### config.mk
export PLATFORM = sky130hd
export DESIGN_NAME = scst_core
export DESIGN_NICKNAME = d
export VERILOG_FILES = /design/src/include/scst_pkg.sv /design/src/hdl/scst_core.sv
export SDC_FILE = /design/constraint.sdc
export NUM_CORES = 1
export LEC_CHECK = 0
export BUFFER_PORTS_ARGS = -buffer_cell sky130_fd_sc_hd__buf_2
export CAP_MARGIN = 20
export CORE_MARGIN = 4
export CORE_UTILIZATION = 55
export CTS_CLUSTER_DIAMETER = 50
export DETAILED_ROUTE_END_ITERATION = 6
export PLACE_DENSITY = 0.73
export SLEW_MARGIN = 25
export SYNTH_ARGS = -nofsm -noshare
export SYNTH_HDL_FRONTEND = slang
export SYNTH_SLANG_ARGS = --single-unit
### constraint.sdc
create_clock -name pclk -period 10.3 [get_ports pclk]
set_clock_uncertainty 0.15 [all_clocks]
set_input_delay 0.515 -clock pclk [delete_from_list [all_inputs] [get_ports pclk]]
set_output_delay 0.515 -clock pclk [all_outputs]
set_load 0.01 [all_outputs]
### src/include/scst_pkg.sv
// constants for the smart card serial transfer block
package scst_pkg;
    // register byte offsets
    localparam logic [7:0] OFS_MODE = 8'h00;
    localparam logic [7:0] OFS_DIV = 8'h04;
    localparam logic [7:0] OFS_CTRL = 8'h08;
    localparam logic [7:0] OFS_TXD = 8'h0C;
    localparam logic [7:0] OFS_STAT = 8'h10;
    localparam logic [7:0] OFS_RXD = 8'h14;
    localparam logic [7:0] OFS_CARD = 8'h18;
    // mode register fields
    localparam int MD_ODD = 4;
    localparam int MD_CKS = 0;
    // control register fields
    localparam int CT_TIE = 7;
    localparam int CT_RIE = 6;
    localparam int CT_TE = 5;
    localparam int CT_RE = 4;
    localparam int CT_CKO = 0;
    // status register fields
    localparam int SS_TX_BUFFER_EMPTY_FLAG = 7;
    localparam int SS_RX_FULL_FLAG = 6;
    localparam int SS_OVERRUN_FLAG = 5;
    localparam int SS_ERS = 4;
    localparam int SS_PER = 3;
    localparam int SS_TX_DONE_FLAG = 2;
    localparam logic [7:0] SS_SWCLR = 8'hF8;
    // card mode register fields
    localparam int CD_BIT_ORDER_SELECT = 3;
    localparam int CD_DATA_INVERT_SELECT = 2;
    localparam int CD_CARD_MODE_SELECT = 0;
    // reset values
    localparam logic [7:0] MODE_RST = 8'h00;
    localparam logic [7:0] DIV_RST = 8'h00;
    localparam logic [7:0] CTRL_RST = 8'h00;
    localparam logic [7:0] CARD_RST = 8'h00;
    localparam logic [7:0] STAT_RST = 8'h84;
    // bit timing in base clock ticks
    localparam logic [8:0] BIT_TICKS = 9'h174;
    localparam logic [8:0] BIT_LAST = BIT_TICKS - 9'h001;
    localparam logic [8:0] SAMPLE_CNT = 9'h0B9;
    localparam logic [8:0] HALF_CNT = 9'h0BA;
    // frame slots: start 0, data 1..8, parity 9, error window 10..11
    localparam logic [3:0] SLOT_PAR = 4'h9;
    localparam logic [3:0] SLOT_ERR = 4'hA;
    localparam logic [3:0] SLOT_CHK = 4'hB;
    localparam logic [3:0] SLOT_END = 4'hC;
    typedef enum logic [1:0] {
        ST_IDLE = 2'b00,
        ST_SEND = 2'b01,
        ST_RECV = 2'b10
    } scst_state_t;
endpackage

### src/hdl/scst_core.sv
// smart card half-duplex serial transfer with apb registers
//
// Design decisions made here: the APB slave port and the register offsets.
`timescale 1ns/1ns
`default_nettype none
module scst_core
    import scst_pkg::*;
(
    // apb
    input wire logic pclk,
    input wire logic presetn,
    input wire logic psel,
    input wire logic penable,
    input wire logic pwrite,
    input wire logic [7:0] paddr,
    input wire logic [31:0] pwdata,
    output logic [31:0] prdata,
    output logic pready,
    output logic pslverr,
    // card line and clock
    input wire logic rx_data_pin,
    output logic tx_data_pin_o,
    output logic tx_data_pin_oe,
    output logic serial_clock_pin_o,
    output logic serial_clock_pin_oe,
    // requests
    output logic tx_empty_request,
    output logic rx_full_request,
    output logic transfer_fault_request,
    output logic tx_end_request
);
    function automatic logic [7:0] rev8(input logic [7:0] v);
        for (int i = 0; i < 8; i++)
        begin
            rev8[i] = v[7 - i];
        end
    endfunction

    scst_state_t st_q, st_d;
    logic [7:0] mode_q, mode_d, div_q, div_d, ctrl_q, ctrl_d, card_q, card_d;
    logic [7:0] txd_q, txd_d, rxd_q, rxd_d, stat_q, stat_d;
    logic [14:0] pre_q, pre_d, half;
    logic sck_q, sck_d, tick, samp;
    logic [8:0] cnt_q, cnt_d;
    logic [3:0] slot_q, slot_d;
    logic [9:0] txf_q, txf_d, rxb_q, rxb_d;
    logic bad_q, bad_d, oe_q, oe_d, cko_q, cko_d;
    logic rx_m_q, rx_s_q, rx_p_q, rx_p_d;
    logic rdy_q, rdy_d, err_q, err_d;
    logic [7:0] rd_q, rd_d, hw_set, hw_clr, sw_clr, ord, wb;
    logic txe_q, txe_d, rxf_q, rxf_d, flt_q, flt_d;
    logic acc, wr, par_bad;

    always_comb
    begin
        acc = psel && penable && rdy_q;
        wr = acc && pwrite;
        wb = pwdata[7:0];
        mode_d = mode_q;
        div_d = div_q;
        ctrl_d = ctrl_q;
        card_d = card_q;
        txd_d = txd_q;
        rxd_d = rxd_q;
        sw_clr = 8'h00;
        hw_set = 8'h00;
        hw_clr = 8'h00;
        rd_d = rd_q;
        err_d = 1'b0;
        rdy_d = psel && penable && !rdy_q;
        if (rdy_d)
        begin
            unique case (paddr)
                OFS_MODE: rd_d = mode_q;
                OFS_DIV: rd_d = div_q;
                OFS_CTRL: rd_d = ctrl_q;
                OFS_TXD: rd_d = txd_q;
                OFS_STAT: rd_d = stat_q;
                OFS_RXD: rd_d = rxd_q;
                OFS_CARD: rd_d = card_q;
                default:
                begin
                    rd_d = 8'h00;
                    err_d = 1'b1;
                end
            endcase
        end
        if (wr)
        begin
            unique case (paddr)
                OFS_MODE: mode_d = wb;
                OFS_DIV: div_d = wb;
                OFS_CTRL: ctrl_d = wb;
                OFS_TXD: txd_d = wb;
                OFS_STAT: sw_clr = ~wb & SS_SWCLR;
                OFS_CARD: card_d = wb;
                default: ;
            endcase
        end
        // base clock divider, one tick per 2*4^n*(N+1) cycles
        half = (15'({7'h00, div_q}) + 15'h0001) << {mode_q[MD_CKS+:2], 1'b0};
        pre_d = pre_q + 15'h0001;
        sck_d = sck_q;
        tick = 1'b0;
        if (!card_q[CD_CARD_MODE_SELECT])
        begin
            pre_d = 15'h0000;
            sck_d = 1'b0;
        end
        else if (pre_q == half - 15'h0001)
        begin
            pre_d = 15'h0000;
            sck_d = ~sck_q;
            tick = sck_q;
        end
        // clock pin driven only with clock output enabled
        cko_d = ctrl_q[CT_CKO] && card_q[CD_CARD_MODE_SELECT];
        // sample strobe on the 186th tick of each bit
        samp = tick && (cnt_q == SAMPLE_CNT);
        rx_p_d = tick ? rx_s_q : rx_p_q;
        cnt_d = cnt_q;
        slot_d = slot_q;
        if (tick)
        begin
            cnt_d = (cnt_q == BIT_LAST) ? 9'h000 : cnt_q + 9'h001;
            slot_d = (cnt_q == BIT_LAST) ? slot_q + 4'h1 : slot_q;
        end
        st_d = st_q;
        txf_d = txf_q;
        rxb_d = rxb_q;
        bad_d = bad_q;
        ord = rev8(txd_q ^ {8{card_q[CD_DATA_INVERT_SELECT]}});
        if (!card_q[CD_BIT_ORDER_SELECT])
        begin
            ord = txd_q ^ {8{card_q[CD_DATA_INVERT_SELECT]}};
        end
        par_bad = (^{rx_s_q, rxb_q[8:1]}) != mode_q[MD_ODD];
        unique case (st_q)
            ST_IDLE:
            begin
                cnt_d = 9'h000;
                slot_d = 4'h0;
                bad_d = 1'b0;
                if (card_q[CD_CARD_MODE_SELECT] && ctrl_q[CT_TE] && !stat_q[SS_TX_BUFFER_EMPTY_FLAG])
                begin
                    st_d = ST_SEND;
                    txf_d = {(^ord) ^ mode_q[MD_ODD], ord, 1'b0};
                    hw_set[SS_TX_BUFFER_EMPTY_FLAG] = 1'b1;
                    hw_clr[SS_TX_DONE_FLAG] = 1'b1;
                end
                else if (card_q[CD_CARD_MODE_SELECT] && ctrl_q[CT_RE] && tick && rx_p_q && !rx_s_q)
                begin
                    st_d = ST_RECV;
                    cnt_d = 9'h001;
                end
            end
            ST_SEND:
            begin
                if (tick && slot_q == SLOT_CHK && cnt_q == 9'h000 && !rx_s_q)
                begin
                    bad_d = 1'b1;
                    hw_set[SS_ERS] = 1'b1;
                end
                if (tick && slot_q == SLOT_END && cnt_q == BIT_LAST)
                begin
                    slot_d = 4'h0;
                    bad_d = 1'b0;
                    if (!bad_q)
                    begin
                        st_d = ST_IDLE;
                        hw_set[SS_TX_DONE_FLAG] = 1'b1;
                    end
                end
                if (!ctrl_q[CT_TE] || !card_q[CD_CARD_MODE_SELECT])
                begin
                    st_d = ST_IDLE;
                end
            end
            ST_RECV:
            begin
                if (samp && slot_q <= SLOT_PAR)
                begin
                    rxb_d[slot_q] = rx_s_q;
                end
                if (samp && slot_q == 4'h0 && rx_s_q)
                begin
                    st_d = ST_IDLE;
                end
                if (samp && slot_q == SLOT_PAR)
                begin
                    bad_d = par_bad;
                    ord = card_q[CD_BIT_ORDER_SELECT] ? rev8(rxb_q[8:1]) : rxb_q[8:1];
                    if (par_bad)
                    begin
                        // parity flag set, full flag untouched
                        hw_set[SS_PER] = 1'b1;
                        rxd_d = ord ^ {8{card_q[CD_DATA_INVERT_SELECT]}};
                    end
                    else if (stat_q[SS_RX_FULL_FLAG])
                    begin
                        hw_set[SS_OVERRUN_FLAG] = 1'b1;
                    end
                    else
                    begin
                        hw_set[SS_RX_FULL_FLAG] = 1'b1;
                        rxd_d = ord ^ {8{card_q[CD_DATA_INVERT_SELECT]}};
                    end
                end
                if ((tick && slot_q == SLOT_CHK && cnt_q == BIT_LAST) || !ctrl_q[CT_RE]
                    || !card_q[CD_CARD_MODE_SELECT])
                begin
                    st_d = ST_IDLE;
                end
            end
            default: st_d = ST_IDLE;
        endcase
        // hardware set wins over software clear
        stat_d = ((stat_q & ~sw_clr & ~hw_clr) | hw_set) & 8'hFC;
        // data pin released unless driving a low level
        oe_d = 1'b0;
        if (st_q == ST_SEND && slot_q <= SLOT_PAR)
        begin
            oe_d = !txf_q[slot_q];
        end
        // error pulse, half bit after parity, none if good
        if (st_q == ST_RECV && bad_q)
        begin
            oe_d = (slot_q == SLOT_ERR && cnt_q >= HALF_CNT)
                || (slot_q == SLOT_CHK && cnt_q < HALF_CNT);
        end
        txe_d = stat_q[SS_TX_DONE_FLAG] && ctrl_q[CT_TIE];
        rxf_d = stat_q[SS_RX_FULL_FLAG] && ctrl_q[CT_RIE];
        // fault request gated by receive interrupt enable
        flt_d = (stat_q[SS_OVERRUN_FLAG] || stat_q[SS_PER] || stat_q[SS_ERS]) && ctrl_q[CT_RIE];
    end

    always_ff @(posedge pclk or negedge presetn)
    begin
        if (!presetn)
        begin
            st_q <= ST_IDLE;
            mode_q <= MODE_RST;
            div_q <= DIV_RST;
            ctrl_q <= CTRL_RST;
            card_q <= CARD_RST;
            stat_q <= STAT_RST;
            txd_q <= 8'h00;
            rxd_q <= 8'h00;
            pre_q <= 15'h0000;
            sck_q <= 1'b0;
            cnt_q <= 9'h000;
            slot_q <= 4'h0;
            txf_q <= 10'h3FF;
            rxb_q <= 10'h000;
            bad_q <= 1'b0;
            oe_q <= 1'b0;
            cko_q <= 1'b0;
            rx_m_q <= 1'b1;
            rx_s_q <= 1'b1;
            rx_p_q <= 1'b1;
            rdy_q <= 1'b0;
            err_q <= 1'b0;
            rd_q <= 8'h00;
            txe_q <= 1'b0;
            rxf_q <= 1'b0;
            flt_q <= 1'b0;
        end
        else
        begin
            st_q <= st_d;
            mode_q <= mode_d;
            div_q <= div_d;
            ctrl_q <= ctrl_d;
            card_q <= card_d;
            stat_q <= stat_d;
            txd_q <= txd_d;
            rxd_q <= rxd_d;
            pre_q <= pre_d;
            sck_q <= sck_d;
            cnt_q <= cnt_d;
            slot_q <= slot_d;
            txf_q <= txf_d;
            rxb_q <= rxb_d;
            bad_q <= bad_d;
            oe_q <= oe_d;
            cko_q <= cko_d;
            rx_m_q <= rx_data_pin;
            rx_s_q <= rx_m_q;
            rx_p_q <= rx_p_d;
            rdy_q <= rdy_d;
            err_q <= err_d;
            rd_q <= rd_d;
            txe_q <= txe_d;
            rxf_q <= rxf_d;
            flt_q <= flt_d;
        end
    end

    assign prdata = {24'h000000, rd_q};
    assign pready = rdy_q;
    assign pslverr = err_q;
    assign tx_data_pin_o = 1'b0;
    assign tx_data_pin_oe = oe_q;
    assign serial_clock_pin_o = sck_q;
    assign serial_clock_pin_oe = cko_q;
    assign tx_empty_request = txe_q;
    assign rx_full_request = rxf_q;
    assign transfer_fault_request = flt_q;
    assign tx_end_request = 1'b0;
endmodule
`default_nettype wire

==> out/results.ini <==
[sta]
tightest_slew_ns = 1.03
final.period_utilization = 0.478
relSlewSlack = 0.310
tns_ns = 0
slew_violations = 0
grt_setup_unrepaired = false
max_freq_ghz = 0.203
fin_crit_ns = 4.92
finalHoldViolations = 0
hold_slack_ns = 0.0415
setup_slack_ns = 5.38
finalSetupViolations = 0

[worst_setup_path]
crit_type = flop to flop
cp-end-kind = flop
slowest_stage = nor4_4
rr_startpoint = div_q[0]
rrSetupSlack_ns = 5.38
max_stage_delay_ns = 0.77
reg2reg_to = rxb_q[6]
cp-start-kind = flop
worstPathMaxFanout = 16
cp_cell_sequence = ha_1 -> nand2_1 -> nor4_2 -> nor4_1 -> and2b_1 -> nand4_2 -> nor4_1 -> or2_2 -> nand4_1 -> nor4_4 -> nand3_1 -> mux2_1
ff2ff_path_depth = 12
crit_path_frequent_cell = nor4_1
crit_required_ns = 10.45
crit_arrival_ns = 5.07

[synth]
yosysWarnings = 0
ys_seq_area_frac = 0.378
synth_flop_cell = dfrtp_1
synthCells = 843
synth_edf_count = 0
synthTopCellsByArea = dfrtp_1 (33%), mux2_2 (8.3%), dfstp_2 (4.9%)
yosys.area.top_type = dfrtp_1
synth_area_per_cell_um2 = 9.63
ys_types = 88
yosys.area.top_type_share = 0.330
postSynth.asyncResetShare = 1.00
ys_seq_elements = 122
syn_area_um2 = 8120

[layout]
fillers = 1235
final_nets = 917
syn_to_final_growth_pct = 8.94
drive_gt1_frac = 0.207
n_antenna_cell = 0
final_util = 0.611

[die]
core.rowCount = 44
io_pins = 88
die-area_um2 = 16800
die_x_um = 130
initial_core_util = 0.561
fp.dieH_um = 130
coreArea_um2 = 14500

[routing]
vias_per_cell = 6.06
routed_wl_mm = 18.7
wl_per_cell_um = 17.8
drc = 0
vias = 6376
drt_iter0_markers = 606
ant_nets = 0
drt_pass1_iterations = 5

[clocking]
cts_buffer_depth = 2
cts_root_buffer = clkbuf_16
numCtsBuffers = 17
cts_tree = yes
ctsHoldBuffers = 0
clock_sinks = 122
clkTransAtPathRegs_ns = 0.06
cts_setup_buffers = 0
cts_htree_levels = 4
clock_latency_ns = 0.42
cts_resized = 0

[placed_design]
portBuffers = 37
gp_congestion = 0.870
pre_cts_slack_ns = 5.48
dpl.hpwl_mm = 13.1

[global_route]
grt_use_met3 = 0.0627
use_met2 = 0.353
antenna_found_initial = 0
grt_pass1_vias = 6145
grt.total_usage = 0.232
top_usage_layer = met2
grt-ovfl-total = 0
grt_pass1_wl_mm = 31.0
grt_max_degree = 71
grtUsageMet1 = 0.327

[pwr]
peakVddDrop_v = 0.000134
power_leakage_nw = 3.74
powerDensity_nw_per_um2 = 130

[status]
status = completed

[min_path]
hold_path.startpoint = rx_data_pin
holdPathEnd = rx_m_q
hp-class = input port to flop
holdPathStages = 1

[job]
maxCapViolations = 0

## worst max path at each step
stage	from	endpoint	cells past startpoint
CTS	div_q[0]	rxb_q[6]	12
floorplan	mode_q[1]	slot_q[2]	16
finish	div_q[0]	rxb_q[6]	12
global route	div_q[0]	rxb_q[6]	12
global placement	div_q[0]	rxb_q[6]	12
detailed placement	div_q[0]	rxb_q[6]	12
## cell type report
type | count | area, um^2 | share of cell area
Sequential cell | 122 | 3070 | 0.347
Inverter | 22 | 82.6 | 0.00934
Clock buffer | 21 | 460 | 0.0521
Multi-Input combinational cell | 651 | 4640 | 0.524
Tap cell | 184 | 230 | 0.0260
Clock inverter | 11 | 144 | 0.0163
Timing Repair Buffer | 41 | 218 | 0.0246
## sequential cells by signal, indices dropped and copies added (netlist names), 2 cells and up
| signal | cells |
|---|---|
| card_q | 8 |
| mode_q | 8 |
| div_q | 8 |
| rxb_q | 8 |
| rxd_q | 8 |
| txf_q | 10 |
| rd_q | 8 |
| stat_q | 6 |
| cnt_q | 9 |
| pre_q | 15 |
| ctrl_q | 8 |
| txd_q | 8 |
| slot_q | 4 |
| st_q | 2 |
## cells by family (layout without fill, tap and decap cells)
family / after synthesis / count (layout) / synth area share
other: 1 / 26 / 0.000462
multiplexers: 93 / 93 / 0.127
buffers and inverters: 95 / 95 / 0.0639
adder cells (fa/ha/maj): 16 / 16 / 0.0247
flip-flops: 122 / 122 / 0.378
AND/OR/NAND/NOR: 277 / 277 / 0.186
AO/OA/AOI/OAI: 167 / 167 / 0.141
XOR/XNOR: 72 / 72 / 0.0786
## cells in the final DEF, fill, tap and decap left out, types with 6 or more instances in the layout
master / netlist / routed
o31ai_1: 7 / 7
dfstp_2: 15 / 15
nor3_1: 13 / 13
o21a_1: 7 / 7
or4_1: 9 / 9
buf_2: 4 / 36
o21ai_0: 46 / 46
and3_1: 9 / 9
nand4_1: 14 / 14
inv_1: 20 / 20
mux2i_1: 28 / 28
conb_1: 1 / 26
o22ai_1: 6 / 6
ha_1: 16 / 16
nand2_1: 60 / 60
or3_1: 10 / 10
xor2_1: 26 / 26
dfrtp_1: 107 / 107
o211ai_1: 9 / 9
a221oi_1: 7 / 7
xnor2_1: 45 / 45
mux2_2: 60 / 60
nor2_1: 59 / 59
nand3_1: 36 / 36
a21oi_1: 27 / 27
clkbuf_16: 0 / 17
and2_1: 14 / 14
nor2b_1: 10 / 10
## worst max-delay path: cells and delay by family, from the launching register on
kind | cells | cell delay, ns
mux | 1 | 0.37
simple gates | 10 | 3.15
flops | 1 | 0.61
fa+ha+maj | 1 | 0.50
## cells in the mapped netlist, types with 6 or more instances
library cell / number
ha_1: 16
dfstp_2: 15
xor2_1: 26
or3_1: 10
nor2b_1: 10
buf_6: 7
buf_4: 28
and2_1: 14
inv_1: 20
a21oi_1: 27
nand3_1: 36
or4_1: 9
dfrtp_1: 107
o211ai_1: 9
a221oi_1: 7
mux2i_1: 28
nand4_1: 14
nor4_1: 7
and3_1: 9
o21a_1: 7
o21ai_0: 46
nor2_1: 59
nor3_1: 13
nand2_1: 60
mux2_2: 60
clkbuf_1: 29
o22ai_1: 6
xnor2_1: 45
o31ai_1: 7
## power breakdown
group	switching [mW]	internal [mW]
sequential	0.00347	0.484
clock	0.222	0.393
combinational	0.0319	0.0121
total	0.258	0.889
## routing by layer
layer | up-vias | routed length [um]
li1 | 3022 | -
met1 | 3154 | 8420
met2 | 172 | 8890
met3 | 28 | 1160
met4 | 0 | 269
met5 | - | 0
## per-stage QoR
stage / area [um^2] / instances / power (mW)
finish: 8850 / 1052 / 1.15
global route: 8850 / 1052 / 1.18
CTS: 8840 / 1052 / 1.16
detailed placement: 8240 / 1020 / 0.540
global placement: 8230 / 1020 / 0.539
floorplan: 8210 / 868 / 0.523
Power figures use the tool's default switching activity.
